**src/gpde_defs.svh**
```systemverilog
// Register offsets, field positions and reset values for the dual GPIO port
`ifndef GPDE_DEFS_SVH
`define GPDE_DEFS_SVH
`define GPDE_ADDR_W 3
`define GPDE_OFF_WPIN 3'h0
`define GPDE_OFF_WLAT 3'h1
`define GPDE_OFF_WDIR 3'h2
`define GPDE_OFF_NPIN 3'h3
`define GPDE_OFF_NLAT 3'h4
`define GPDE_OFF_NCTL 3'h5
`define GPDE_OFF_ANSEL 3'h6
`define GPDE_WDIR_RST 8'hFF
`define GPDE_NDIR_RST 3'h7
`define GPDE_ANSEL_RST 3'h7
`define GPDE_LAT_RST 8'h00
`define GPDE_NLAT_RST 3'h0
`define GPDE_MODE_BIT 4
`define GPDE_UNMAPPED 32'h00000000
`endif

```
**src/gpde_pkg.sv**
```systemverilog
// Types shared by the dual GPIO port
package gpde_pkg;
  typedef struct packed {
    logic [7:0] wideOut;
    logic [7:0] wideOe;
    logic [2:0] narrowOut;
    logic [2:0] narrowOe;
  } gpde_pins_t;
  typedef enum logic [2:0] {
    GPDE_IDLE = 3'b001,
    GPDE_ACC = 3'b010,
    GPDE_DONE = 3'b100
  } gpde_state_t;
endpackage

```
**src/gpde_regfile.sv**
```systemverilog
// Small register store for the two port direction and latch words
`timescale 1ns/100ps
`include "gpde_defs.svh"
module gpde_regfile #(
  parameter int WIDE_W = 8,
  parameter int NARROW_W = 3
) (
  // Clock and reset
  input wire logic mclk,
  input wire logic rst,
  // Write side
  input wire logic wrEn,
  input wire logic [`GPDE_ADDR_W-1:0] wrAddr,
  input wire logic [31:0] wrData,
  // Stored values
  output logic [WIDE_W-1:0] wideLat,
  output logic [WIDE_W-1:0] wideDir,
  output logic [NARROW_W-1:0] narrowLat,
  output logic [NARROW_W-1:0] narrowDir,
  output logic modeSel,
  output logic [NARROW_W-1:0] analogSel
);
  // Wide latch: written through either the latch or the pin-data offset
  always_ff @(posedge mclk or posedge rst)
    if (rst)
      wideLat <= `GPDE_LAT_RST;
    else if (wrEn && (wrAddr == `GPDE_OFF_WLAT || wrAddr == `GPDE_OFF_WPIN))
      wideLat <= wrData[WIDE_W-1:0];
  // Wide direction comes up all inputs
  always_ff @(posedge mclk or posedge rst)
    if (rst)
      wideDir <= `GPDE_WDIR_RST;
    else if (wrEn && wrAddr == `GPDE_OFF_WDIR)
      wideDir <= wrData[WIDE_W-1:0];
  // Narrow latch
  always_ff @(posedge mclk or posedge rst)
    if (rst)
      narrowLat <= `GPDE_NLAT_RST;
    else if (wrEn && (wrAddr == `GPDE_OFF_NLAT || wrAddr == `GPDE_OFF_NPIN))
      narrowLat <= wrData[NARROW_W-1:0];
  // Narrow control: mode bit and direction bits
  always_ff @(posedge mclk or posedge rst)
    if (rst)
    begin
      narrowDir <= `GPDE_NDIR_RST;
      modeSel <= 1'b0;
    end
    else if (wrEn && wrAddr == `GPDE_OFF_NCTL)
    begin
      narrowDir <= wrData[NARROW_W-1:0];
      modeSel <= wrData[`GPDE_MODE_BIT];
    end
  // Analog select comes up all analog
  always_ff @(posedge mclk or posedge rst)
    if (rst)
      analogSel <= `GPDE_ANSEL_RST;
    else if (wrEn && wrAddr == `GPDE_OFF_ANSEL)
      analogSel <= wrData[NARROW_W-1:0];
endmodule

```
**src/gpde_port.sv**
```systemverilog
// Dual GPIO port: eight-bit wide port and three-bit narrow port
//
// What this block does
// - Wide pin drives latch when direction bit 0, except in slave-port mode
// - Narrow pins likewise: 1 input, 0 drive latch
// - Wide direction resets to all ones
// - Wide latch register reads back the latch
// - Narrow latch register reads back the latch
// - Mode bit makes wide port a slave data port
// - Slave data bit n rides wide pin n
// - Analog-selected narrow pins read as zero
// - Narrow pins come up analog after reset
// - Control bit 4 selects slave-port mode
// - Control bit 3 reads zero; bits 2-0 direction
//
// The register offsets and the Avalon-MM slave port were left to the implementer.
`timescale 1ns/100ps
`include "gpde_defs.svh"
module gpde_port #(
  parameter int WIDE_W = 8,
  parameter int NARROW_W = 3
) (
  // Clock and reset
  input wire logic mclk,
  input wire logic rst,
  // Avalon-MM slave
  input wire logic [`GPDE_ADDR_W-1:0] avsAddress,
  input wire logic avsRead,
  input wire logic avsWrite,
  input wire logic [31:0] avsWritedata,
  input wire logic [3:0] avsByteenable,
  output logic [31:0] avsReaddata,
  output logic avsWaitrequest,
  // Pins
  input wire logic [WIDE_W-1:0] widePinIn,
  input wire logic [NARROW_W-1:0] narrowPinIn,
  output gpde_pkg::gpde_pins_t pins,
  // Pin buffer threshold: high selects TTL levels on the wide port
  output logic wideTtlSel,
  // Slave-port mode: pins hand their data path to the slave port logic
  output logic slavePortEn,
  output logic [WIDE_W-1:0] slaveDataIn
);
  gpde_pkg::gpde_state_t state_q;
  gpde_pkg::gpde_state_t state_d;
  logic [WIDE_W-1:0] wideLat;
  logic [WIDE_W-1:0] wideDir;
  logic [NARROW_W-1:0] narrowLat;
  logic [NARROW_W-1:0] narrowDir;
  logic [NARROW_W-1:0] analogSel;
  logic modeSel;
  logic wrEn;
  logic [31:0] rdMux;
  logic [WIDE_W-1:0] wideSync_q;
  logic [NARROW_W-1:0] narrowSync_q;

  // Zero-extend a narrow field into a bus word
  function automatic logic [31:0] ext8(input logic [7:0] v);
    ext8 = {24'h000000, v};
  endfunction

  // Narrow pin read with analog pins forced low
  function automatic logic [7:0] narrowRead(
    input logic [NARROW_W-1:0] pinv,
    input logic [NARROW_W-1:0] ana
  );
    narrowRead = 8'h00;
    narrowRead[NARROW_W-1:0] = pinv & ~ana;
  endfunction

  gpde_regfile #(
    .WIDE_W(WIDE_W),
    .NARROW_W(NARROW_W)
  ) uRegs (
    .mclk(mclk),
    .rst(rst),
    .wrEn(wrEn),
    .wrAddr(avsAddress),
    .wrData(avsWritedata),
    .wideLat(wideLat),
    .wideDir(wideDir),
    .narrowLat(narrowLat),
    .narrowDir(narrowDir),
    .modeSel(modeSel),
    .analogSel(analogSel)
  );

  // Bus handshake: two wait cycles, then the answer edge
  always_comb
  begin
    state_d = state_q;
    case (state_q)
      gpde_pkg::GPDE_IDLE:
        if (avsRead || avsWrite)
          state_d = gpde_pkg::GPDE_ACC;
      gpde_pkg::GPDE_ACC:
        state_d = gpde_pkg::GPDE_DONE;
      gpde_pkg::GPDE_DONE:
        state_d = gpde_pkg::GPDE_IDLE;
      default:
        state_d = gpde_pkg::GPDE_IDLE;
    endcase
  end

  always_ff @(posedge mclk or posedge rst)
    if (rst)
      state_q <= gpde_pkg::GPDE_IDLE;
    else
      state_q <= state_d;

  // Waitrequest falls for exactly the answer cycle
  always_ff @(posedge mclk or posedge rst)
    if (rst)
      avsWaitrequest <= 1'b1;
    else
      avsWaitrequest <= !(state_d == gpde_pkg::GPDE_DONE);

  // Write takes effect at the edge where waitrequest is sampled low;
  // byte lane 0 must be enabled since all fields sit there
  assign wrEn = (state_q == gpde_pkg::GPDE_DONE) && avsWrite &&
                avsByteenable[0];

  // Pin samples registered once; inputs are already synchronous
  always_ff @(posedge mclk or posedge rst)
    if (rst)
    begin
      wideSync_q <= '0;
      narrowSync_q <= '0;
    end
    else
    begin
      wideSync_q <= widePinIn;
      narrowSync_q <= narrowPinIn;
    end

  // Read data selection; unmapped offsets answer zero
  always_comb
  begin
    case (avsAddress)
      `GPDE_OFF_WPIN: rdMux = ext8(wideSync_q);
      `GPDE_OFF_WLAT: rdMux = ext8(wideLat);
      `GPDE_OFF_WDIR: rdMux = ext8(wideDir);
      `GPDE_OFF_NPIN: rdMux = ext8(narrowRead(narrowSync_q, analogSel));
      `GPDE_OFF_NLAT: rdMux = ext8({5'h00, narrowLat});
      // Flag bits 7..5 belong to the slave-port job and read zero here
      `GPDE_OFF_NCTL: rdMux = ext8({3'h0, modeSel, 1'b0, narrowDir});
      `GPDE_OFF_ANSEL: rdMux = ext8({5'h00, analogSel});
      default: rdMux = `GPDE_UNMAPPED;
    endcase
  end

  // Read data registered so it stands at the answer edge
  always_ff @(posedge mclk or posedge rst)
    if (rst)
      avsReaddata <= `GPDE_UNMAPPED;
    else if (state_d == gpde_pkg::GPDE_DONE && avsRead)
      avsReaddata <= rdMux;

  // Wide pin drivers; slave mode leaves the data path to the slave port,
  // which is not built here, so the pins are released to input
  always_ff @(posedge mclk or posedge rst)
    if (rst)
    begin
      pins.wideOut <= `GPDE_LAT_RST;
      pins.wideOe <= '0;
    end
    else
    begin
      pins.wideOut <= wideLat;
      pins.wideOe <= modeSel ? '0 : ~wideDir;
    end

  // Narrow pin drivers: direction still rules even when analog
  always_ff @(posedge mclk or posedge rst)
    if (rst)
    begin
      pins.narrowOut <= `GPDE_NLAT_RST;
      pins.narrowOe <= '0;
    end
    else
    begin
      pins.narrowOut <= narrowLat;
      pins.narrowOe <= ~narrowDir;
    end

  // Slave-port mode outputs: TTL thresholds and per-bit data
  always_ff @(posedge mclk or posedge rst)
    if (rst)
    begin
      wideTtlSel <= 1'b0;
      slavePortEn <= 1'b0;
      slaveDataIn <= '0;
    end
    else
    begin
      wideTtlSel <= modeSel;
      slavePortEn <= modeSel;
      slaveDataIn <= modeSel ? widePinIn : '0;
    end

  // Assertions
  property p_wdir_reset;
    @(posedge mclk) $fell(rst) |-> uRegs.wideDir == `GPDE_WDIR_RST;
  endproperty
  a_wdir_reset: assert property (p_wdir_reset)
    else $error("wide direction not all ones after reset");

  property p_wide_drive;
    @(posedge mclk) disable iff (rst)
    ##1 pins.wideOe == ($past(modeSel) ? 8'h00 : ~$past(wideDir));
  endproperty
  a_wide_drive: assert property (p_wide_drive)
    else $error("wide output enable mismatches direction");

  property p_narrow_drive;
    @(posedge mclk) disable iff (rst)
    ##1 pins.narrowOe == ~$past(narrowDir) &&
        pins.narrowOut == $past(narrowLat);
  endproperty
  a_narrow_drive: assert property (p_narrow_drive)
    else $error("narrow pins mismatch latch or direction");

  property p_latch_read;
    @(posedge mclk) disable iff (rst)
    (state_d == gpde_pkg::GPDE_DONE && avsRead &&
     avsAddress == `GPDE_OFF_WLAT) |=> avsReaddata == ext8(wideLat);
  endproperty
  a_latch_read: assert property (p_latch_read)
    else $error("latch read not latch value");

  property p_nlatch_read;
    @(posedge mclk) disable iff (rst)
    (state_d == gpde_pkg::GPDE_DONE && avsRead &&
     avsAddress == `GPDE_OFF_NLAT) |=> avsReaddata[2:0] == narrowLat;
  endproperty
  a_nlatch_read: assert property (p_nlatch_read)
    else $error("narrow latch read wrong");

  property p_ttl;
    @(posedge mclk) disable iff (rst)
    modeSel |=> wideTtlSel && pins.wideOe == 8'h00;
  endproperty
  a_ttl: assert property (p_ttl)
    else $error("slave mode not applied");

  property p_slave_bits;
    @(posedge mclk) disable iff (rst)
    modeSel |=> slaveDataIn == $past(widePinIn);
  endproperty
  a_slave_bits: assert property (p_slave_bits)
    else $error("slave data bits misplaced");

  property p_analog_zero;
    @(posedge mclk) disable iff (rst)
    (state_d == gpde_pkg::GPDE_DONE && avsRead &&
     avsAddress == `GPDE_OFF_NPIN) |=> (avsReaddata[2:0] & analogSel) == 3'h0;
  endproperty
  a_analog_zero: assert property (p_analog_zero)
    else $error("analog pin read nonzero");

  property p_analog_reset;
    @(posedge mclk) $fell(rst) |-> analogSel == `GPDE_ANSEL_RST;
  endproperty
  a_analog_reset: assert property (p_analog_reset)
    else $error("narrow pins not analog after reset");

  property p_ctl_read;
    @(posedge mclk) disable iff (rst)
    (state_d == gpde_pkg::GPDE_DONE && avsRead &&
     avsAddress == `GPDE_OFF_NCTL) |=>
    avsReaddata[3] == 1'b0 && avsReaddata[4] == modeSel;
  endproperty
  a_ctl_read: assert property (p_ctl_read)
    else $error("control register read wrong");

  property p_pin_write;
    @(posedge mclk) disable iff (rst)
    (wrEn && avsAddress == `GPDE_OFF_WPIN) |=>
    wideLat == $past(avsWritedata[WIDE_W-1:0]);
  endproperty
  a_pin_write: assert property (p_pin_write)
    else $error("pin data write did not set latch");

  // Narrow pin-data offset is a second way into the narrow latch
  property p_narrow_write;
    @(posedge mclk) disable iff (rst)
    (wrEn && avsAddress == `GPDE_OFF_NPIN) |=>
    narrowLat == $past(avsWritedata[NARROW_W-1:0]);
  endproperty
  a_narrow_write: assert property (p_narrow_write)
    else $error("narrow pin data write did not set latch");

  // Pin-data read returns the registered pin sample, not the latch
  property p_wpin_read;
    @(posedge mclk) disable iff (rst)
    (state_d == gpde_pkg::GPDE_DONE && avsRead &&
     avsAddress == `GPDE_OFF_WPIN) |=>
    avsReaddata == ext8($past(wideSync_q));
  endproperty
  a_wpin_read: assert property (p_wpin_read)
    else $error("pin data read not the pin levels");

  // Digital narrow pins pass their level; only analog ones are masked
  property p_analog_pass;
    @(posedge mclk) disable iff (rst)
    (state_d == gpde_pkg::GPDE_DONE && avsRead &&
     avsAddress == `GPDE_OFF_NPIN) |=>
    avsReaddata[NARROW_W-1:0] == ($past(narrowSync_q) & ~analogSel);
  endproperty
  a_analog_pass: assert property (p_analog_pass)
    else $error("narrow pin read wrong");

  // Direction bits read back in the low field of the control word
  property p_ctl_dir;
    @(posedge mclk) disable iff (rst)
    (state_d == gpde_pkg::GPDE_DONE && avsRead &&
     avsAddress == `GPDE_OFF_NCTL) |=>
    avsReaddata[NARROW_W-1:0] == narrowDir;
  endproperty
  a_ctl_dir: assert property (p_ctl_dir)
    else $error("narrow direction read wrong");

  // Drive value follows the latch one edge later
  property p_wide_out;
    @(posedge mclk) disable iff (rst)
    ##1 pins.wideOut == $past(wideLat);
  endproperty
  a_wide_out: assert property (p_wide_out)
    else $error("wide pin drive value is not the latch");

  // Leaving slave mode hands the pins back and clears the slave outputs
  property p_slave_off;
    @(posedge mclk) disable iff (rst)
    !modeSel |=> !wideTtlSel && !slavePortEn && slaveDataIn == '0;
  endproperty
  a_slave_off: assert property (p_slave_off)
    else $error("slave outputs active outside slave mode");

  // No pin may be driven at the first edge after reset
  property p_oe_reset;
    @(posedge mclk) $fell(rst) |->
    pins.wideOe == 8'h00 && pins.narrowOe == 3'h0;
  endproperty
  a_oe_reset: assert property (p_oe_reset)
    else $error("pin driven right after reset");

  // Control comes up in port mode with all narrow pins as inputs
  property p_ctl_reset;
    @(posedge mclk) $fell(rst) |->
    narrowDir == `GPDE_NDIR_RST && !modeSel;
  endproperty
  a_ctl_reset: assert property (p_ctl_reset)
    else $error("control word wrong after reset");
endmodule

```
**config.mk**
```make
export PLATFORM = sky130hd
export DESIGN_NAME = gpde_port
export DESIGN_NICKNAME = d
export VERILOG_FILES = /design/src/gpde_pkg.sv /design/src/gpde_regfile.sv /design/src/gpde_port.sv
export VERILOG_INCLUDE_DIRS = /design/src
export SDC_FILE = /design/constraint.sdc
export NUM_CORES = 1
export LEC_CHECK = 0
export BUFFER_PORTS_ARGS = -buffer_cell sky130_fd_sc_hd__buf_2
export CAP_MARGIN = 20
export CORE_MARGIN = 10
export CORE_UTILIZATION = 52
export DETAILED_ROUTE_END_ITERATION = 12
export PLACE_DENSITY = 0.84
export SLEW_MARGIN = 20
export SYNTH_ARGS = -nofsm -noshare
export SYNTH_HDL_FRONTEND = slang
export SYNTH_SLANG_ARGS = --single-unit
```
**constraint.sdc**
```tcl
create_clock -name mclk -period 6 [get_ports mclk]
set_clock_uncertainty 0.05 [all_clocks]
set_input_delay 0.6 -clock mclk [delete_from_list [all_inputs] [get_ports mclk]]
set_output_delay 0.6 -clock mclk [all_outputs]
set_load 0.02 [all_outputs]
```
; ---- Yosys cells after proc, flatten, opt, wreduce, memory -nomap -nowiden
; Cells that the tools add are included.
[word_totals]
reg_bits = 104
latch_bits = 0
mem_bits_rw = 0
romBits = 0
input_bits = 54
out_inout_bits = 65
word_cells = 49
mem_count = 0
[classes]
addsub = 0
mul = 0
div = 0
order_cmp = 0
n_eq_ne = 10
shifts = 0
muxes = 5
n_bitwise = 4
reduce_logical = 13
[op_table]
columns = operator, count
row1 = 8-bit case mux with 7 select lines, 1
row2 = 8-bit two-way mux, 2
row3 = 3-bit == test (second input constant), 5
row4 = 3-bit by 2-bit == test with 1-bit output (second input constant), 3
row5 = 1-bit logical AND, 8
row6 = 8-bit NOT, 1
row7 = 3-bit by 1-bit == test with 1-bit output (second input constant), 2
row8 = 3-bit NOT, 2
row9 = 3-bit case mux with 2 select lines, 1
row10 = 3-bit AND, 1
row11 = 3-bit zero test, 1
row12 = 1-bit logical OR, 3
row13 = 3-bit two-way mux, 1
row14 = 1-bit zero test, 1

; ---- Logic depth before layout (Yosys ltp)
; Gate-level depths: netlist of run 1.
[logic_depth]
word_depth = 5
depth_mapped = 6
mapped_depth_nobuf = 4

; ---- By module
; Synthesis of run 1 repeated with hierarchy kept, for this count alone.
[hier_totals]
cells_unflattened = 232
hier_area_um2 = 3173.0
[modules_own_cells]
columns = mod, instances, cells_per_inst, area_each_um2, seq_area_each_um2
row1 = gpde_port, 1, 171, 2124.5, 1353.8
row2 = gpde_regfile, 1, 61, 1048.5, 668.1

; ---- Least setup slack after synthesis of run 1
; OpenSTA, ideal clock, no wires.
[synth_path]
path_kind = in2reg
from = in avsAddress[0]
to = reg uRegs.wideDir[0]
setup_ns = 0.082
t_arrival_ns = 1.632
required_time_ns = 5.868
path_slack_ns = 4.235
stages = 5
n_path_buf = 2
path_cell_list = buf_6 > nand2b_4 > or3_1 > buf_6 > mux2_4
[synth_via]
elab_chain_cells = 2
[synth_rtl]
columns = item, line_no
row1 = from (decl), gpde_port.sv:27  ; input wire logic [`GPDE_ADDR_W-1:0] avsAddress,
row2 = 3-bit by 2-bit == test with 1-bit output (no line), --
row3 = 1-bit logical AND (no line), --
row4 = to (signal assigned), gpde_regfile.sv:32  ; wideDir <= `GPDE_WDIR_RST;
row5 = to (signal assigned), gpde_regfile.sv:34  ; wideDir <= wrData[WIDE_W-1:0];
row6 = to (decl), gpde_regfile.sv:17  ; output logic [WIDE_W-1:0] wideDir,
; No other way between the ends.
; A chain may end at the register's enable or synchronous reset.

; ---- Final worst setup path of run 1
[layout_path]
from = reg state_q[1]
to = reg uRegs.wideLat[2]
[layout_via]
elab_chain_cells = 4
[layout_rtl]
columns = item, line_no
row1 = from (decl), gpde_port.sv:44  ; gpde_pkg::gpde_state_t state_q;
row2 = from (signal assigned), gpde_port.sv:107  ; state_q <= gpde_pkg::GPDE_IDLE;
row3 = from (signal assigned), gpde_port.sv:109  ; state_q <= state_d;
row4 = 3-bit == test, gpde_port.sv:120  ; assign wrEn = (state_q == gpde_pkg::GPDE_DONE) && avsWrite &&
row5 = 1-bit logical AND (2 in a row), gpde_port.sv:120
row6 = 1-bit logical AND, gpde_regfile.sv:27  ; else if (wrEn && (wrAddr == `GPDE_OFF_WLAT || wrAddr == `GPDE_OFF_WPIN))
row7 = to (signal assigned), gpde_regfile.sv:26  ; wideLat <= `GPDE_LAT_RST;
row8 = to (signal assigned), gpde_regfile.sv:28  ; wideLat <= wrData[WIDE_W-1:0];
row9 = to (decl), gpde_regfile.sv:16  ; output logic [WIDE_W-1:0] wideLat,
; No other way between the ends.

==> impl_metrics.ini, run 1 <==
[run_status]
status = finished, final reports clean

[cells_and_area]
n_fill_cell = 500
syn_to_final_growth_pct = 15.3
final_layout_size_suffix_gt1_share_pct = 43.4
antenna_cells = 0
layout.cells.non_filler = 384
fin_nets = 358

[worst_setup_path]
endpoint_kind = flip-flop
cp-start-kind = flip-flop
worstSetupPathType = reg2reg
reg2reg_depth = 4
r2r_start = state_q[1]$_DFF_PP0_
required_ns = 6.18
reg2reg_slack_ns = 3.95
r2r-end = uRegs.wideLat[2]$_DFFE_PP0P_
critPathMaxFanout = 8
arrival_ns = 2.23

[power_and_ir_drop]
switching_share_pct = 28.9
switchingPower_w = 0.000390
power_density_mw_per_mm2 = 367
p_comb_share_pct = 19.3
p_seq_share_pct = 50.8
p_int_w = 0.000960
leakagePower_nw = 1.84
vdd_drop_max_uv = 171
pwr-share-clk_pct = 30.0

[hold_path]
whs_path_depth = 1
hold_class = in2reg
holdPathEnd = narrowSync_q[1]$_DFF_PP0_
hp-start = narrowPinIn[1]

[grt]
antenna_found_initial = 0
grt_usage_pct = 13.8
grt_max_degree = 81
grt_pass1_vias = 2027
overflow = 0
grt_pass1_wl_um = 10700

[cts]
post_cts_buffers = 0
cts_buffers = 9
cts_hold_buf = 0
htreeDepth = 3
clock_latency_ns = 0.34
clk_path_buf_depth = 2
path_clk_slew_ns = 0.08
root_buffer = clkbuf_8
cts_sinks = 80
tritoncts = yes
cts_resized = 0

[synthesis]
syn_area_mm2 = 0.00319
avgSynthCellArea_um2 = 13.5
yosys_warnings = 0
ys_async_sr_fraction_pct = 100
synth_edf_count = 0
yosysSeqAreaShare_pct = 63.3
postSynthCellCount = 236
synth_seq_cells = 80
synth_cell_types = 38
synthFlopType = dfrtp_1

[flow_run]
cap_viol_max_count = 0

[floorplanning]
core_area_mm2 = 0.00596
rows = 28
die_area_mm2 = 0.00967
dieWidth_um = 98.4
ios = 119
initial_utilization_pct = 53.6
die_h_um = 98.4

[timing]
drv_slew = 0
tightest_slew_ns = 0.964
relSlewSlack_pct = 35.7
post-route-period-util_pct = 34.2
setup_viol = 0
hold_viol = 0
fmax_mhz = 488
rsz0062_at_grt = no
fin_tns_setup_ns = 0
layout_min_cycle_time_ns = 2.05

[detailed_routing]
vias = 1929
drt_iter0_drc = 87
drt_wl_total_um = 6590
wl_per_cell_um = 17.2
vias_per_cell = 5.02
drcViolationCount = 0
drtAntennaViolNets = 0
dr.pass1.iters = 4

[placement]
dp.cells = 368
globalplace.congestion = 0.833
portBuffers = 67
hpwl_um = 4650
## worst max path at each step
stage,startpoint,slack (ns),cells past startpoint,endpoint
6_report,state_q[1]$_DFF_PP0_,3.95,4,uRegs.wideLat[2]$_DFFE_PP0P_
5_1_grt,state_q[1]$_DFF_PP0_,3.83,4,uRegs.wideLat[7]$_DFFE_PP0P_
4_1_cts,state_q[1]$_DFF_PP0_,3.96,4,uRegs.wideLat[2]$_DFFE_PP0P_
3_5_place_dp,avsByteenable[0],3.80,4,uRegs.wideLat[2]$_DFFE_PP0P_
3_3_place_gp,avsByteenable[0],3.81,4,uRegs.wideLat[1]$_DFFE_PP0P_
2_1_floorplan,rst,3.32,1,avsReaddata[0]$_DFFE_PP0P_
## cell usage after synthesis (all sizes together), types with 3 or more instances
| cell | instances | area share [%] |
|---|---|---|
| dfstp | 16 | 13 |
| buf | 32 | 7.4 |
| o21ai | 7 | 1.1 |
| nand2b | 3 | 0.82 |
| a22o | 4 | 1.1 |
| nand2 | 11 | 1.3 |
| inv | 9 | 1.1 |
| nor2 | 14 | 1.6 |
| mux2i | 10 | 3.1 |
| dfrtp | 64 | 50 |
| mux2 | 27 | 10 |
| nor3 | 4 | 0.78 |
| and2 | 8 | 1.6 |
## worst max-delay path, cell delays in order, from the launching register on
cell,delay [ns]
dfrtp_1,0.39
nor2_1,0.11
nand4_1,0.24
nor3_2,0.73
mux2_2,0.42
## flip-flops by register name (all words and copies together) (netlist names)
| register | count |
|---|---|
| uRegs.wideDir | 8 |
| avsReaddata | 8 |
| wideSync_q | 8 |
| avsWaitrequest | 1 |
| narrowSync_q | 3 |
| state_q | 3 |
| uRegs.narrowLat | 3 |
| uRegs.wideLat | 8 |
| slaveDataIn | 8 |
| uRegs.narrowDir | 3 |
| uRegs.analogSel | 3 |
| uRegs.modeSel | 1 |
| slavePortEn | 1 |
| pins | 22 |
## metal layers
layer	up-vias	GRT usage, %	share of wire [%]
met4	0	6.73	1.8
met1	953	17.5	44
li1	884	-	-
met3	10	5.57	8.6
met5	-	0	0
met2	82	20.0	46
## power groups by stage
stage          clock (W)  sequential (W)  combinational, W
2_1_floorplan          0        0.000751          0.000124
3_3_place_gp           0        0.000691          0.000258
3_5_place_dp           0        0.000696          0.000265
4_1_cts         0.000414        0.000686          0.000266
5_1_grt         0.000434        0.000697          0.000285
6_report        0.000404        0.000685          0.000260
## per-stage QoR
stage / cell area (um^2) / total power [W] / utilization, % / hold WS, ns / setup slack (ns)
after floorplan: 3280 / 0.000875 / - / 0.315 / 3.32
after global placement: 3470 / 0.000949 / 58.3 / 0.333 / 3.81
after detailed placement: 3470 / 0.000961 / 58.3 / 0.342 / 3.80
after CTS: 3680 / 0.00137 / 61.8 / 0.296 / 3.96
after global routing: 3680 / 0.00142 / 61.8 / 0.299 / 3.83
final: 3680 / 0.00135 / 61.8 / 0.311 / 3.95
## layout by cell type, fill, tap and decap left out, types with 2 or more instances in the layout
master    Yosys  layout
mux2i_1      10      10
a22o_1        4       4
inv_1         9       8
o32ai_1       2       2
or3_1         2       2
mux2_2       19      19
buf_2         4      67
o21ai_0       7       7
nor4b_1       2       2
dfrtp_1      64      64
and2_1        8       8
dfstp_2      16      16
clkinv_2      0       3
nor3_1        3       3
a21oi_1       2       2
clkbuf_8      0      12
conb_1        1      24
nand2b_1      2       2
mux2_4        8       8
a31o_2        2       2
nor2_1       14      14
nor4bb_1      2       2
nand2_1      11      11
## final cells by class
type                       count  area, um^2  share of cell area [%]
clock inverter                 3        40.0                    1.09
sequential                    80        2020                    54.9
inverter                       9        35.0                   0.952
multi-input combinational    136         978                    26.6
timing repair buffer          68         343                    9.31
clock buffer                  13         169                    4.59
tap                           75        93.8                    2.55
## cell families (layout without fill, tap and decap cells)
kind of cell	after synthesis	after routing	synth area share, %
AO/OA/AOI/OAI	24	24	5.33
buffers and inverters	43	93	8.74
flip-flops	80	80	63.3
multiplexers	37	37	13.6
other	1	24	0.117
AND/OR/NAND/NOR	51	51	8.90
(Power assumes the default switching activity.)
==> run 2, diff against run 1 <==
--- a/config.mk
+++ b/config.mk
@@ -9,9 +9,9 @@
 export BUFFER_PORTS_ARGS = -buffer_cell sky130_fd_sc_hd__buf_2
 export CAP_MARGIN = 20
 export CORE_MARGIN = 10
-export CORE_UTILIZATION = 52
+export CORE_UTILIZATION = 49
 export DETAILED_ROUTE_END_ITERATION = 12
-export PLACE_DENSITY = 0.84
+export PLACE_DENSITY = 0.8
 export SLEW_MARGIN = 20
 export SYNTH_ARGS = -nofsm -noshare
 export SYNTH_HDL_FRONTEND = slang
==> constraint.sdc (replaced) <==
create_clock -name mclk -period 2.09 [get_ports mclk]
set_clock_uncertainty 0.05 [all_clocks]
set_input_delay 0.209 -clock mclk [delete_from_list [all_inputs] [get_ports mclk]]
set_output_delay 0.209 -clock mclk [all_outputs]
set_load 0.02 [all_outputs]
==> run 2 against run 1 <==
Hold slack lost 0.26 ns. Critical path depth is the same. Clock-buffer cell count shrank 2. Power grew to 2.9 times the previous value. Non-clock buffer count grew 19. Combinational power grew to 3.0 times the previous value. Sequential share of layout area shrank 2.5 points. Setup slack lost 3.7 ns.
==> impl_metrics.ini, run 2 (synthesis results as in run 1) <==
[worst_setup_path]
critPathSlowestCell = or3_1
required_ns = 2.32
critPathMaxFanout = 8
slowest_delay_ns = 0.64
arrival_ns = 2.07
worstSetupPathType = reg2reg
crit_chain = nor2_1, nand4_1, or3_1, mux2_4
cp-start-kind = flip-flop
endpoint_kind = flip-flop
cp_top_family = simple AND/OR/NAND/NOR gates
path_buf_inv = 0

[timing]
tightest_slew_ns = 0.626
drv_slew = 0
hold_viol = 0
relSlewSlack_pct = 58.3
fin_tns_setup_ns = 0
fmax_mhz = 543
post-route-period-util_pct = 88.2
layout_min_cycle_time_ns = 1.84
rsz0062_at_grt = no
whs_ns = 0.0467
setup_viol = 0

[cts]
path_clk_slew_ns = 0.08
root_buffer = clkbuf_8
clock_latency_ns = 0.35
cts_resized = 0
tritoncts = yes
cts_buffers = 9
htreeDepth = 3
cts_sinks = 80
clk_path_buf_depth = 2

[cells_and_area]
syn_to_final_growth_pct = 20.8
layout.cells.non_filler = 405
final_layout_size_suffix_gt1_share_pct = 43.3
largest_reg_flops = 22
regMostFlops = pins
final_common_cell = buf_2
fin_nets = 377
antenna_cells = 0
final_cell_mix = buf_2 (67), dfrtp_1 (64), conb_1 (24)
finalInstanceArea_mm2 = 0.00386

[hold_path]
hold_class = in2reg

[placement]
placed_area_mm2 = 0.00353
portBuffers = 67
hpwl_um = 4860
globalplace.congestion = 0.782
dp.cells = 377

[power_and_ir_drop]
vdd_drop_max_uv = 695
power.total_w = 0.00390
leakagePower_nw = 1.92
power_density_mw_per_mm2 = 1010

[grt]
grt_pass1_vias = 2017
grt_max_degree = 50
grt_usage_pct = 13.5
antenna_found_initial = 1
grt_pass1_wl_um = 10600
overflow = 0

[floorplanning]
dieWidth_um = 101
die_area_mm2 = 0.0101
initial_utilization_pct = 50.3
rows = 29
die_h_um = 101
ios = 119
core_area_mm2 = 0.00635

[detailed_routing]
drcViolationCount = 0
drt_iter0_drc = 124
wl_per_cell_um = 16.7
vias_per_cell = 4.82
vias = 1954
drt_wl_total_um = 6780
dr.pass1.iters = 4
drtAntennaViolNets = 0

[flow_run]
cap_viol_max_count = 0

[run_status]
status = finished, final reports clean
[run 2: worst register-to-register path, delay by kind of cell, from the launching register on]
kind | cells | cell delay, ns
DFF | 1 | 0.39
muxes | 1 | 0.40
and+or+nand+nor | 3 | 0.93
[run 2: path summary, 6_finish.rpt]
check	depth (start not counted)	slack [ns]	end	from
max	4	0.25	uRegs.wideDir[1]$_DFFE_PP1P_	state_q[1]$_DFF_PP0_
min	2	0.05	uRegs.wideDir[7]$_DFFE_PP1P_	avsWritedata[7]
max reg2reg	4	0.25	uRegs.wideDir[1]$_DFFE_PP1P_	state_q[1]$_DFF_PP0_
min reg2reg	0	0.35	pins[19]$_DFF_PP0_	uRegs.wideLat[5]$_DFFE_PP0P_
max in group asynchronous	4	1.06	pins[3]$_DFF_PP0_	rst
min in group asynchronous	4	0.44	slaveDataIn[7]$_DFF_PP0_	rst
[run 2: layout make-up]
| cell class | instances | area (um^2) |
|---|---|---|
| clock buffer | 11 | 151 |
| clock inverter | 5 | 55.1 |
| fill | 517 | 2490 |
| inverter | 9 | 37.5 |
| multi-input combinational | 136 | 978 |
| sequential | 80 | 2020 |
| tap | 77 | 96.3 |
| timing repair buffer | 87 | 515 |
[run 2: report_power, final]
part	switching (W)	internal, W
Combinational	0.000480	0.000301
Clock	0.000545	0.000612
Sequential	0.000131	0.00183
Total	0.00116	0.00274
[run 2: what timing repair did]
action                     4_1_cts  5_1_grt
setup endpoints to repair        0        0
hold buffers                    12        0
setup buffers                    0        0
hold endpoints to repair        36        0
[run 2: per-layer routing]
layer	track usage, %	share of wire, %	vias to the layer above
met5	0	0.16	-
li1	-	-	924
met3	6.58	9.4	11
met1	16.7	43	947
met2	20.0	46	70
met4	4.89	1.4	2
[run 2: per-stage QoR]
stage / util [%] / worst slack, ns
final: 60.7 / 0.247
after global routing: 60.7 / 0.188
after CTS: 60.7 / 0.274
after detailed placement: 55.6 / 0.287
after global placement: 55.6 / 0.329
after floorplan: - / 0.525
